<file path="config.mk">
export PLATFORM = sky130hd
export DESIGN_NAME = pwu_power_unit
export DESIGN_NICKNAME = d
export VERILOG_FILES = /design/src/pwu_pkg.sv /design/src/pwu_power_unit.sv
export SDC_FILE = /design/constraint.sdc
export NUM_CORES = 1
export LEC_CHECK = 0
export BUFFER_PORTS_ARGS = -buffer_cell sky130_fd_sc_hd__buf_4
export CORE_ASPECT_RATIO = 2
export CORE_UTILIZATION = 40
export DETAILED_ROUTE_END_ITERATION = 16
export GPL_TIMING_DRIVEN = 0
export HOLD_SLACK_MARGIN = 0.15
export PLACE_DENSITY_LB_ADDON = 0.2
export SETUP_SLACK_MARGIN = 0.5
export SYNTH_ARGS = -nofsm -noshare
export SYNTH_HDL_FRONTEND = slang
export SYNTH_SLANG_ARGS = --single-unit
</file>
<file path="constraint.sdc">
create_clock -name pclk -period 4.4 [get_ports pclk]
set_input_delay 0.44 -clock pclk [delete_from_list [all_inputs] [get_ports pclk]]
set_output_delay 0.44 -clock pclk [all_outputs]
set_load 0.1 [all_outputs]
</file>
<file path="src/pwu_pkg.sv">
`default_nettype none
package pwu_pkg;
  // register byte offsets
  localparam logic [7:0] OFS_CTRL    = 8'h00;
  localparam logic [7:0] OFS_STATUS  = 8'h04;
  localparam logic [7:0] OFS_IRQ_EN  = 8'h08;
  localparam logic [7:0] OFS_IRQ_CLR = 8'h0c;
  localparam logic [7:0] OFS_DOZE    = 8'h10;
  localparam logic [7:0] OFS_STBY    = 8'h14;
  localparam logic [7:0] OFS_SUSPEND_CTL_N    = 8'h18;
  localparam logic [7:0] OFS_HK      = 8'h1c;
  localparam logic [7:0] OFS_PERIPH  = 8'h20;
  localparam logic [7:0] OFS_MOD     = 8'h24;
  localparam logic [7:0] OFS_PSTATE  = 8'h28;
  // control register fields
  localparam int CTRL_STATE_LSB = 0;
  localparam int CTRL_SW_SUSPEND_CTL_N   = 2;
  localparam int CTRL_MGMT_EXIT = 3;
  localparam int CTRL_PLANE_LSB = 4;
  // status bit positions
  localparam int ST_DOZE_EXP   = 0;
  localparam int ST_STBY_EXP   = 1;
  localparam int ST_SUSPEND_CTL_N_EXP   = 2;
  localparam int ST_ACT_LOW    = 3;
  localparam int ST_HK_EXP     = 4;
  localparam int ST_PERIPH_EXP = 5;
  localparam int ST_WAKE       = 6;
  localparam int ST_HW_SUSPEND_CTL_N    = 7;
  localparam int ST_W          = 8;
  // reset values
  localparam logic [31:0] RST_DOZE   = 32'h0000_1000;
  localparam logic [31:0] RST_STBY   = 32'h0001_0000;
  localparam logic [31:0] RST_SUSPEND_CTL_N   = 32'h0010_0000;
  localparam logic [31:0] RST_HK     = 32'h0000_0100;
  localparam logic [31:0] RST_PERIPH = 32'h0001_0000;
  localparam logic [11:0] RST_MOD    = 12'h000;
  localparam logic [3:0]  RST_PLANE  = 4'h0;

  typedef enum logic [2:0] {
    PS_ON      = 3'b000,
    PS_DOZE    = 3'b001,
    PS_STBY    = 3'b010,
    PS_WAIT    = 3'b011,
    PS_SUSPEND = 3'b100
  } pwu_state_e;

  // pin level inputs, all asynchronous to pclk
  typedef struct packed {
    logic       sys_act;
    logic       hk_act;
    logic [2:0] periph_act;  // disk, serial, parallel
    logic       wake_rtc;
    logic       wake_irq;
    logic       wake_dma;
    logic       hw_suspend_ctl_n_req;
  } pwu_pins_s;

  typedef struct packed {
    pwu_pins_s   sync1;
    pwu_pins_s   sync2;
    pwu_state_e  state;
    logic        mgmt_state;
    logic        irq_q;
    logic [ST_W-1:0] status;
    logic [ST_W-1:0] irq_en;
    logic [31:0] rl_doze;
    logic [31:0] rl_stby;
    logic [31:0] rl_suspend_ctl_n;
    logic [31:0] rl_hk;
    logic [31:0] rl_periph;
    logic [31:0] c_doze;
    logic [31:0] c_stby;
    logic [31:0] c_suspend_ctl_n;
    logic [31:0] c_hk;
    logic [31:0] c_periph;
    logic [11:0] mod;
    logic [3:0]  phase;
    logic [3:0]  plane_off;
    logic [31:0] rdata;
    logic        suspend_ctl_n;
  } pwu_regs_s;
endpackage
`default_nettype wire

</file>
<file path="src/pwu_power_unit.sv">
`default_nettype none
// What this block does
// - Three inactivity timers count doze, stand-by and suspend periods.
// - An expiring inactivity timer can raise the management interrupt.
// - Activity seen in a reduced power state can raise the management interrupt.
// - Reduced states are doze, stand-by and suspend, in rising order of saving.
// - House-keeping activity runs its own timer and does not wake doze or stand-by.
// - Peripheral activity reloads a peripheral timer that reports inactivity.
// - The suspend control output is duty-modulated in full-on, doze and stand-by, and held low while suspending or suspended.
// - Power control outputs can switch off separate board power planes.
// - Suspend is entered on a hardware pin request or a software request.
// - Suspend waits until the core reports its instruction and bus cycles done.
// - In suspend the internal clocks stop while all state is held.
// - On leaving suspend the clocks restart with no reset, so execution continues.
// - The management interrupt puts the core into an isolated management state.
// - The peripheral timer is independent and watches disk, serial and parallel ports.
// - Real-time clock, interrupt and DMA events wake the unit from suspend.
module pwu_power_unit (
  // apb
  input  wire logic            pclk,
  input  wire logic            presetn,
  input  wire logic            psel,
  input  wire logic            penable,
  input  wire logic            pwrite,
  input  wire logic [7:0]      paddr,
  input  wire logic [31:0]     pwdata,
  output logic [31:0]          prdata,
  output logic                 pready,
  output logic                 pslverr,
  // activity and wake pins
  input  wire pwu_pkg::pwu_pins_s pins,
  // core side
  input  wire logic            core_quiesced,
  output logic                 mgmt_interrupt,
  output logic                 isolated_mgmt_state,
  output logic                 clock_halt_request,
  output logic                 clocks_stopped,
  // board side
  output logic                 suspend_ctl_n,
  output logic [3:0]           plane_off
);
  import pwu_pkg::*;

  pwu_regs_s r_r;
  pwu_regs_s r_nxt;

  function automatic logic [31:0] tick(input logic [31:0] c);
    tick = (c == 32'h0) ? 32'h0 : c - 32'h1;
  endfunction

  function automatic logic mapped(input logic [7:0] a);
    mapped = (a <= OFS_PSTATE) && (a[1:0] == 2'b00);
  endfunction

  logic        wr;
  logic        setup;
  logic [ST_W-1:0] set_ev;
  logic [ST_W-1:0] clr_ev;
  logic        wake_ev;
  logic [3:0]  duty;

  assign wr    = psel && penable && pwrite && mapped(paddr);
  assign setup = psel && !penable;

  always_comb begin
    r_nxt = r_r;
    set_ev = '0;
    clr_ev = '0;
    duty = 4'h0;
    r_nxt.sync1 = pins;
    r_nxt.sync2 = r_r.sync1;
    wake_ev = r_r.sync2.wake_rtc | r_r.sync2.wake_irq | r_r.sync2.wake_dma;
    // timers; only the synchronised copies feed logic
    r_nxt.c_doze   = tick(r_r.c_doze);
    r_nxt.c_stby   = tick(r_r.c_stby);
    r_nxt.c_suspend_ctl_n   = tick(r_r.c_suspend_ctl_n);
    r_nxt.c_hk     = tick(r_r.c_hk);
    r_nxt.c_periph = tick(r_r.c_periph);
    if (r_r.c_doze == 32'h1) set_ev[ST_DOZE_EXP] = 1'b1;
    if (r_r.c_stby == 32'h1) set_ev[ST_STBY_EXP] = 1'b1;
    if (r_r.c_suspend_ctl_n == 32'h1) set_ev[ST_SUSPEND_CTL_N_EXP] = 1'b1;
    if (r_r.c_hk == 32'h1) set_ev[ST_HK_EXP] = 1'b1;
    if (r_r.c_periph == 32'h1) set_ev[ST_PERIPH_EXP] = 1'b1;
    if (r_r.sync2.sys_act) begin
      r_nxt.c_doze = r_r.rl_doze;
      r_nxt.c_stby = r_r.rl_stby;
      r_nxt.c_suspend_ctl_n = r_r.rl_suspend_ctl_n;
    end
    // house-keeping bursts restart only their own timer
    if (r_r.sync2.hk_act) r_nxt.c_hk = r_r.rl_hk;
    if (|r_r.sync2.periph_act) r_nxt.c_periph = r_r.rl_periph;
    if (r_r.sync2.sys_act && r_r.state != PS_ON) set_ev[ST_ACT_LOW] = 1'b1;
    if (wake_ev && r_r.state != PS_ON) set_ev[ST_WAKE] = 1'b1;
    if (r_r.sync2.hw_suspend_ctl_n_req && r_r.state != PS_SUSPEND) set_ev[ST_HW_SUSPEND_CTL_N] = 1'b1;

    // power state sequencing
    case (r_r.state)
      PS_ON, PS_DOZE, PS_STBY: begin
        if (r_r.sync2.hw_suspend_ctl_n_req) begin
          r_nxt.state = PS_WAIT;
        end else if (wr && paddr == OFS_CTRL && pwdata[CTRL_SW_SUSPEND_CTL_N]) begin
          r_nxt.state = PS_WAIT;
        end else if (wr && paddr == OFS_CTRL) begin
          case (pwdata[CTRL_STATE_LSB +: 2])
            2'b01:   r_nxt.state = PS_DOZE;
            2'b10:   r_nxt.state = PS_STBY;
            default: r_nxt.state = PS_ON;
          endcase
        end
      end
      PS_WAIT: begin
        // clocks stop only once the core has drained its pipeline and bus
        if (core_quiesced) r_nxt.state = PS_SUSPEND;
      end
      PS_SUSPEND: begin
        if (wake_ev || r_r.sync2.sys_act) r_nxt.state = PS_ON;
      end
      default: r_nxt.state = PS_ON;
    endcase

    // sticky status, set wins over clear
    if (wr && paddr == OFS_IRQ_CLR) clr_ev = pwdata[ST_W-1:0];
    r_nxt.status = (r_r.status & ~clr_ev) | set_ev;
    r_nxt.irq_q = |(r_nxt.status & r_r.irq_en);
    if (r_nxt.irq_q && !r_r.irq_q) begin
      r_nxt.mgmt_state = 1'b1;
    end else if (wr && paddr == OFS_CTRL && pwdata[CTRL_MGMT_EXIT]) begin
      r_nxt.mgmt_state = 1'b0;
    end

    // register writes
    if (wr) begin
      if (paddr == OFS_CTRL) begin
        r_nxt.plane_off = pwdata[CTRL_PLANE_LSB +: 4];
      end else if (paddr == OFS_IRQ_EN) begin
        r_nxt.irq_en = pwdata[ST_W-1:0];
      end else if (paddr == OFS_DOZE) begin
        r_nxt.rl_doze = pwdata;
      end else if (paddr == OFS_STBY) begin
        r_nxt.rl_stby = pwdata;
      end else if (paddr == OFS_SUSPEND_CTL_N) begin
        r_nxt.rl_suspend_ctl_n = pwdata;
      end else if (paddr == OFS_HK) begin
        r_nxt.rl_hk = pwdata;
      end else if (paddr == OFS_PERIPH) begin
        r_nxt.rl_periph = pwdata;
      end else if (paddr == OFS_MOD) begin
        r_nxt.mod = pwdata[11:0];
      end
    end

    // read data captured in the setup cycle so the access phase needs no wait
    if (setup) begin
      if (paddr == OFS_CTRL) begin
        r_nxt.rdata = {24'h0, r_r.plane_off, 4'h0};
      end else if (paddr == OFS_STATUS) begin
        r_nxt.rdata = {24'h0, r_r.status};
      end else if (paddr == OFS_IRQ_EN) begin
        r_nxt.rdata = {24'h0, r_r.irq_en};
      end else if (paddr == OFS_DOZE) begin
        r_nxt.rdata = r_r.rl_doze;
      end else if (paddr == OFS_STBY) begin
        r_nxt.rdata = r_r.rl_stby;
      end else if (paddr == OFS_SUSPEND_CTL_N) begin
        r_nxt.rdata = r_r.rl_suspend_ctl_n;
      end else if (paddr == OFS_HK) begin
        r_nxt.rdata = r_r.rl_hk;
      end else if (paddr == OFS_PERIPH) begin
        r_nxt.rdata = r_r.rl_periph;
      end else if (paddr == OFS_MOD) begin
        r_nxt.rdata = {20'h0, r_r.mod};
      end else if (paddr == OFS_PSTATE) begin
        r_nxt.rdata = {26'h0, (r_r.c_hk != 32'h0), r_r.mgmt_state, 1'b0, r_r.state};
      end else begin
        r_nxt.rdata = 32'h0;
      end
    end

    // duty modulation over a 16-cycle frame; low means the core is held
    r_nxt.phase = r_r.phase + 4'h1;
    case (r_r.state)
      PS_ON:   duty = r_r.mod[3:0];
      PS_DOZE: duty = r_r.mod[7:4];
      PS_STBY: duty = r_r.mod[11:8];
      default: duty = 4'hf;
    endcase
    if (r_r.state == PS_WAIT || r_r.state == PS_SUSPEND) begin
      r_nxt.suspend_ctl_n = 1'b0;
    end else begin
      r_nxt.suspend_ctl_n = !(r_r.phase < duty);
    end
  end

  always_ff @(posedge pclk or negedge presetn) begin
    if (!presetn) begin
      r_r <= '{sync1: '0, sync2: '0, state: PS_ON, mgmt_state: 1'b0, irq_q: 1'b0,
               status: '0, irq_en: '0, rl_doze: RST_DOZE, rl_stby: RST_STBY,
               rl_suspend_ctl_n: RST_SUSPEND_CTL_N, rl_hk: RST_HK, rl_periph: RST_PERIPH,
               c_doze: RST_DOZE, c_stby: RST_STBY, c_suspend_ctl_n: RST_SUSPEND_CTL_N, c_hk: 32'h0,
               c_periph: RST_PERIPH, mod: RST_MOD, phase: 4'h0,
               plane_off: RST_PLANE, rdata: 32'h0, suspend_ctl_n: 1'b1};
    end else begin
      r_r <= r_nxt;
    end
  end

  assign prdata              = r_r.rdata;
  assign pready              = 1'b1;
  assign pslverr             = psel && penable && !mapped(paddr);
  assign mgmt_interrupt      = r_r.irq_q;
  assign isolated_mgmt_state = r_r.mgmt_state;
  assign clock_halt_request  = (r_r.state == PS_WAIT);
  // clock gate only; no state is reset, so the core resumes where it stopped
  assign clocks_stopped      = (r_r.state == PS_SUSPEND);
  assign suspend_ctl_n       = r_r.suspend_ctl_n;
  assign plane_off           = r_r.plane_off;

  property p_quiesce;
    @(posedge pclk) disable iff (!presetn)
      $rose(clocks_stopped) |-> $past(core_quiesced) && $past(clock_halt_request);
  endproperty
  a_quiesce: assert property (p_quiesce) else $error("suspend entered before core quiesced");

  property p_reload;
    @(posedge pclk) disable iff (!presetn)
      r_r.sync2.sys_act |=> r_r.c_doze == $past(r_r.rl_doze) && r_r.c_suspend_ctl_n == $past(r_r.rl_suspend_ctl_n);
  endproperty
  a_reload: assert property (p_reload) else $error("activity did not reload timers");

  property p_expire;
    @(posedge pclk) disable iff (!presetn)
      (r_r.c_doze == 32'h1) |=> r_r.status[ST_DOZE_EXP];
  endproperty
  a_expire: assert property (p_expire) else $error("doze expiry not recorded");

  property p_mgmt;
    @(posedge pclk) disable iff (!presetn)
      $rose(mgmt_interrupt) |-> isolated_mgmt_state;
  endproperty
  a_mgmt: assert property (p_mgmt) else $error("interrupt without management state");

  property p_hwsusp;
    @(posedge pclk) disable iff (!presetn)
      (r_r.sync2.hw_suspend_ctl_n_req && r_r.state == PS_ON) |=> ##[0:1] clock_halt_request;
  endproperty
  a_hwsusp: assert property (p_hwsusp) else $error("hardware suspend request ignored");

  property p_wake;
    @(posedge pclk) disable iff (!presetn)
      (clocks_stopped && r_r.sync2.wake_rtc) |=> !clocks_stopped && r_r.status[ST_WAKE];
  endproperty
  a_wake: assert property (p_wake) else $error("wake did not restart clocks");

  property p_hk;
    @(posedge pclk) disable iff (!presetn)
      (r_r.state == PS_DOZE && r_r.sync2.hk_act && !r_r.sync2.sys_act && !psel
       && !r_r.sync2.hw_suspend_ctl_n_req) |=> r_r.state == PS_DOZE && r_r.c_hk == $past(r_r.rl_hk);
  endproperty
  a_hk: assert property (p_hk) else $error("house-keeping burst changed state");

  property p_mod;
    @(posedge pclk) disable iff (!presetn)
      (r_r.state == PS_ON && r_r.mod[3:0] == 4'h0) [*2] |-> suspend_ctl_n;
  endproperty
  a_mod: assert property (p_mod) else $error("zero duty still held the core");

  property p_suspend_ctl_n_low;
    @(posedge pclk) disable iff (!presetn)
      clocks_stopped |-> !suspend_ctl_n && !clock_halt_request;
  endproperty
  a_suspend_ctl_n_low: assert property (p_suspend_ctl_n_low) else $error("suspend outputs inconsistent");

  property p_setwins;
    @(posedge pclk) disable iff (!presetn)
      (r_r.c_periph == 32'h1) |=> r_r.status[ST_PERIPH_EXP];
  endproperty
  a_setwins: assert property (p_setwins) else $error("peripheral expiry lost");

  property p_clr;
    @(posedge pclk) disable iff (!presetn)
      (wr && paddr == OFS_IRQ_CLR && pwdata[ST_DOZE_EXP] && r_r.c_doze != 32'h1)
      |=> !r_r.status[ST_DOZE_EXP];
  endproperty
  a_clr: assert property (p_clr) else $error("status clear lost");

  property p_plane;
    @(posedge pclk) disable iff (!presetn)
      (wr && paddr == OFS_CTRL) |=> plane_off == $past(pwdata[CTRL_PLANE_LSB +: 4]);
  endproperty
  a_plane: assert property (p_plane) else $error("plane control not written");

  // a stopped unit may only leave suspend on a wake source or activity
  property p_hold;
    @(posedge pclk) disable iff (!presetn)
      (clocks_stopped && !wake_ev && !r_r.sync2.sys_act) |=> clocks_stopped;
  endproperty
  a_hold: assert property (p_hold) else $error("suspend left without wake");

  property p_actlow;
    @(posedge pclk) disable iff (!presetn)
      (r_r.sync2.sys_act && r_r.state != PS_ON) |=> r_r.status[ST_ACT_LOW];
  endproperty
  a_actlow: assert property (p_actlow) else $error("low power activity not recorded");

  property p_periph_rl;
    @(posedge pclk) disable iff (!presetn)
      (|r_r.sync2.periph_act) |=> r_r.c_periph == $past(r_r.rl_periph);
  endproperty
  a_periph_rl: assert property (p_periph_rl) else $error("periph timer not reloaded");

  property p_wait_low;
    @(posedge pclk) disable iff (!presetn)
      (r_r.state == PS_WAIT) |=> !suspend_ctl_n;
  endproperty
  a_wait_low: assert property (p_wait_low) else $error("core not held while draining");

  property p_swsusp;
    @(posedge pclk) disable iff (!presetn)
      (r_r.state == PS_ON && wr && paddr == OFS_CTRL && pwdata[CTRL_SW_SUSPEND_CTL_N])
      |=> clock_halt_request;
  endproperty
  a_swsusp: assert property (p_swsusp) else $error("software suspend request ignored");

  property p_cov_suspend_ctl_n;
    @(posedge pclk) disable iff (!presetn) $rose(clocks_stopped);
  endproperty
  c_cov_suspend_ctl_n: cover property (p_cov_suspend_ctl_n);

  property p_cov_wake;
    @(posedge pclk) disable iff (!presetn) $fell(clocks_stopped);
  endproperty
  c_cov_wake: cover property (p_cov_wake);

  property p_cov_irq;
    @(posedge pclk) disable iff (!presetn) $rose(mgmt_interrupt);
  endproperty
  c_cov_irq: cover property (p_cov_irq);

  property p_cov_hk;
    @(posedge pclk) disable iff (!presetn) $rose(r_r.status[ST_HK_EXP]);
  endproperty
  c_cov_hk: cover property (p_cov_hk);

  property p_cov_hwsusp;
    @(posedge pclk) disable iff (!presetn) $rose(r_r.status[ST_HW_SUSPEND_CTL_N]);
  endproperty
  c_cov_hwsusp: cover property (p_cov_hwsusp);
endmodule // pwu_power_unit
`default_nettype wire

</file>
-- Yosys cells after proc, flatten, opt, wreduce, memory -nomap -nowiden
Cells that the tools add are included.
- output and inout port bits: 43
- word-level logic and storage cells: 161
- bits of input ports: 55
- bits in registers: 412
- multiplexer cells: 38
- reductions and logical operators: 43
- add/subtract/negate cells: 6
- equality and inequality tests: 25
- order comparisons: 2
- bitwise logic cells: 13
- operators by type and width (cell ; number):
    32-bit 2-to-1 mux ; 15
    32-bit by 1-bit equality test with 1-bit output (second input constant) ; 5
    32-bit zero test ; 5
    32-bit by 1-bit subtractor with 32-bit output (second input constant) ; 5
    96-bit 2-to-1 mux ; 1
    8-bit by 5-bit equality test with 1-bit output (second input constant) ; 4
    32-bit nonzero test ; 1
    8-bit by 6-bit equality test with 1-bit output (second input constant) ; 3
    8-bit bitwise AND ; 2
    8-bit by 4-bit equality test with 1-bit output (second input constant) ; 2
    3-bit 2-to-1 mux ; 5
    1-bit logical AND ; 14
    12-bit 2-to-1 mux ; 1
    4-bit one-hot mux with 3 select lines ; 1
    1-bit 2-to-1 mux ; 11
    3-bit one-hot mux with 3 select lines ; 1
    9-bit AND reduction ; 1
    8-bit by 3-bit equality test with 1-bit output (second input constant) ; 1
    8-bit by 6-bit less-or-equal comparator with 1-bit output (second input constant) ; 1
    8-bit zero test ; 1
    8-bit 2-to-1 mux ; 1
    8-bit inverter ; 1
    8-bit bitwise OR ; 1
    8-bit AND reduction ; 1
    29 further kinds ; 43

-- Logic depth before layout (Yosys ltp)
- word-level depth: 12
- mapped depth: 9

-- Worst setup path before layout
No wires, ideal clock.
- kind: flip-flop to flip-flop
- start: register r_r[85] (netlist name)
- end: register r_r[115] (netlist name)
- setup slack: 1.933 ns
- path buffers: 0
- stages on the path, launching flop included: 9
- data required time: 4.323 ns
- arrival: 2.390 ns
- path through: dfrtp_1 -> inv_1 -> ha_1 -> nor3b_1 -> nor4b_4 -> nand3_2 -> or4_1 -> or3_1 -> a21oi_1
- RTL lines (item ; line ; text):
    from (decl) ; pwu_power_unit.sv:44 ; pwu_regs_s r_r;
    from (signal assigned) ; pwu_power_unit.sv:196 ; r_r <= '{sync1: '0, sync2: '0, state: PS_ON, mgmt_state: 1'b0, irq_q: 1'b0,
    from (signal assigned) ; pwu_power_unit.sv:203 ; r_r <= r_nxt;

==> run summary <==
Status: complete, no violations
Core Util, Final: 46.8%
Die width: 160 µm
Worst EP required: 4.80 ns
Htree depth: 2
Final hold slack: 0.185 ns
GP Congestion: 0.930
Final period demand of the worst path: 3.65 ns
P per Cell Area: 568 nW/µm²
Max-cap violations: 0
Ys async rst share: 100%
CP endpoint kind: flop
Pin count of the biggest net entering global routing: 120
Setup violators final: 0
Commonest non-fill, non-tap cell in the layout: dfrtp_1
# rows: 115
Top delay family on crit path: simple AND/OR/NAND/NOR gates
Syn_area_per_cell: 10.8 µm²
Clock Latency Late Sink: 0.56 ns
Gr usage total: 26.4%
Drt pass-1 iters: 7
Routed Antenna Nets: 0
Wirelength per Cell: 24.8 µm
Seq/Total Area, Yosys: 51.8%
Initial Utilization: 40.5%
Drt total wl: 66300 µm
Total number of vias: 15200
Initial antenna violation count: 0
DP Area: 21500 µm²
Fin crit share: 83.0%
Number of global-route vias before repair: 16200
Layout cell share with drive strength beyond 1: 22.2%
Die Y-Extent: 318 µm
Critical setup path kind: flop to flop
Commonest non-fill, non-tap cells in the layout: 402 x dfrtp_1, 237 x nand2_1, 193 x mux2_2
Nets: 2075
Maximum fanout along the worst path: 10
Hold Path Class: input pin to flop
Leak: 10.7 nW
Met2 Use GR: 49.2%
Worst setup SP type: flop
Crit path arrival time: 4.06 ns
Clock Root Buffer: clkbuf_16
Worst VDD drop: 0.389 mV
Area Growth Syn to Fin: 15.5%
Slowest stage cell, crit path: nor4_4
Clock Sink Count: 412
CP Cell Sequence: nor4_1 > nand4b_1 > nor4_4 > or2_2 > clkbuf_1 > clkbuf_1 > o21ai_0
Slowest stage delay, CP: 0.60 ns
F_max: 274 MHz
IO Pins: 98
Die area: 50800 µm²
Reg clk slew, reported paths: 0.07 ns
Synth cell types: 76
Net Count, Synth: 1922
Least-Margin Pin Slew: 1.18 ns
Rel. slew slack: 20.4%
Ys Warns: 0
Clock buffer count from CTS: 39
CP bufs+invs: 2
1st-iter DRT viols: 969
CP most frequent cell: clkbuf_1
Grt peak-use layer: met2
Met1 Usage GRT: 29.0%
Number of flops mapped to enable cells by yosys: 0
Mapped Cells: 1852
Final Max Slew Viols: 0
Post-route setup TNS: 0 ns
Core area: 49200 µm²
Synthesized area: 19900 µm²
# DRC: 0
CTS Buffer Depth: 3
TritonCTS clock tree: built
Final HPWL DP: 50900 µm
GR Util met3: 2.27%
Number of synthesized register bits: 412
RSZ-0062 raised after global routing: false
Post-CTS Setup Bufs: 0
Clock Skew: 0.0133 ns
Ys flop type: dfrtp_1
Total grt overflow: 0
Post-route cell area: 23000 µm²
First-pass GRT wire length: 100000 µm
ANT cells: 0
Via/cell ratio: 5.69
Final hold violations: 0
Number of I/O port buffers: 95
sequential cells by signal, indices dropped and copies added (netlist names):
register             count
r_r                    364
prdata                  32
suspend_ctl_n            1
r_nxt                    9
mgmt_interrupt           1
plane_off                4
isolated_mgmt_state      1
timing repair:
item	CTS	global route
endpoints found under the hold margin	91	0
resized for setup	1	2
hold buffers	14	0
endpoints found under the setup margin	10	10
worst reg2reg max path, cell delays in order (launching register included):
cell and delay [ns]:
dfrtp_1 0.42, nor4_1 0.55, nand4b_1 0.55, nor4_4 0.61, or2_2 0.20, clkbuf_1 0.50
clkbuf_1 0.47, o21ai_0 0.21
routing by layer:
layer | up-vias | wire, µm
li1 | 6955 | -
met4 | 0 | 3980
met3 | 148 | 1970
met5 | - | 0
met2 | 375 | 35700
met1 | 7749 | 24600
synth_stat cells, types with 8 or more instances:
library cell,count,share of area (%)
buf_2,24,0.60
o21ai_0,113,2.8
nand2_1,237,4.5
a22oi_1,35,1.3
a21oi_1,43,1.1
mux2i_1,12,0.60
nand4_1,8,0.25
or3_1,20,0.63
ha_1,15,0.94
dfrtp_1,402,50
xor2_1,41,1.8
or2_2,8,0.25
clkbuf_1,62,1.2
a21o_1,27,1.0
and2_1,9,0.28
nand2b_1,12,0.38
o31ai_1,34,1.3
xnor2_1,80,3.5
or4_1,23,0.87
and3_1,10,0.31
nor4_1,35,1.1
dfstp_2,10,1.3
nand3_1,25,0.63
inv_1,22,0.41
nor2_1,91,1.7
o21ai_1,27,0.68
nor3_1,57,1.4
mux2_2,193,11
buf_4,38,1.4
a222oi_1,22,1.1
nor2b_1,9,0.28
worst paths after layout:
kind | cells past startpoint | endpoint | slack, ns | start
max in group asynchronous | 4 | r_r[148] | 2.38 | presetn
max reg2reg | 7 | r_r[125] | 0.75 | r_r[121]
min reg2reg | 0 | r_r[394] | 0.35 | r_nxt[394]
min in group asynchronous | 2 | r_nxt[394] | 0.44 | presetn
max | 7 | r_r[125] | 0.75 | r_r[121]
min | 2 | r_r[324] | 0.19 | pwdata[15]
per-stage QoR:
| stage | power, mW | cells | worst slack, ns |
|---|---|---|---|
| global placement | 9.39 | 2590 | -1.35 |
| finish | 13.1 | 2678 | 0.746 |
| global route | 13.7 | 2678 | 0.544 |
| floorplan | 8.00 | 1852 | 1.93 |
| CTS | 13.2 | 2678 | 0.552 |
| detailed placement | 9.52 | 2593 | 0.398 |
logic make-up after synthesis:
group                      Yosys count  share of synthesized area, %
buffers and inverters              148                          3.66
DFF                                412                          51.8
xor gates and xnor gates           121                          5.32
adders and majority gates           15                         0.941
muxes                              206                          11.6
and+or+nand+nor                    586                          14.8
other                                1                        0.0188
AOI/OAI and AO/OA                  363                          11.9
report_power, final:
| part | total (mW) | internal [mW] | switching (mW) |
|---|---|---|---|
| registers | 4.69 | 4.23 | 0.454 |
| logic | 4.80 | 1.82 | 2.98 |
| clock network | 3.60 | 2.10 | 1.50 |
| total | 13.1 | 8.15 | 4.93 |
final cells by class:
type | count | area (µm²)
fill | 4728 | 26200
buffer | 126 | 648
sequential | 412 | 10300
clock buffer | 63 | 1200
clock inverter | 8 | 140
multi-input combinational | 1292 | 8890
tap | 643 | 805
timing repair buffer | 112 | 943
inverter | 22 | 82.6
Power figures use the tool's default switching activity.
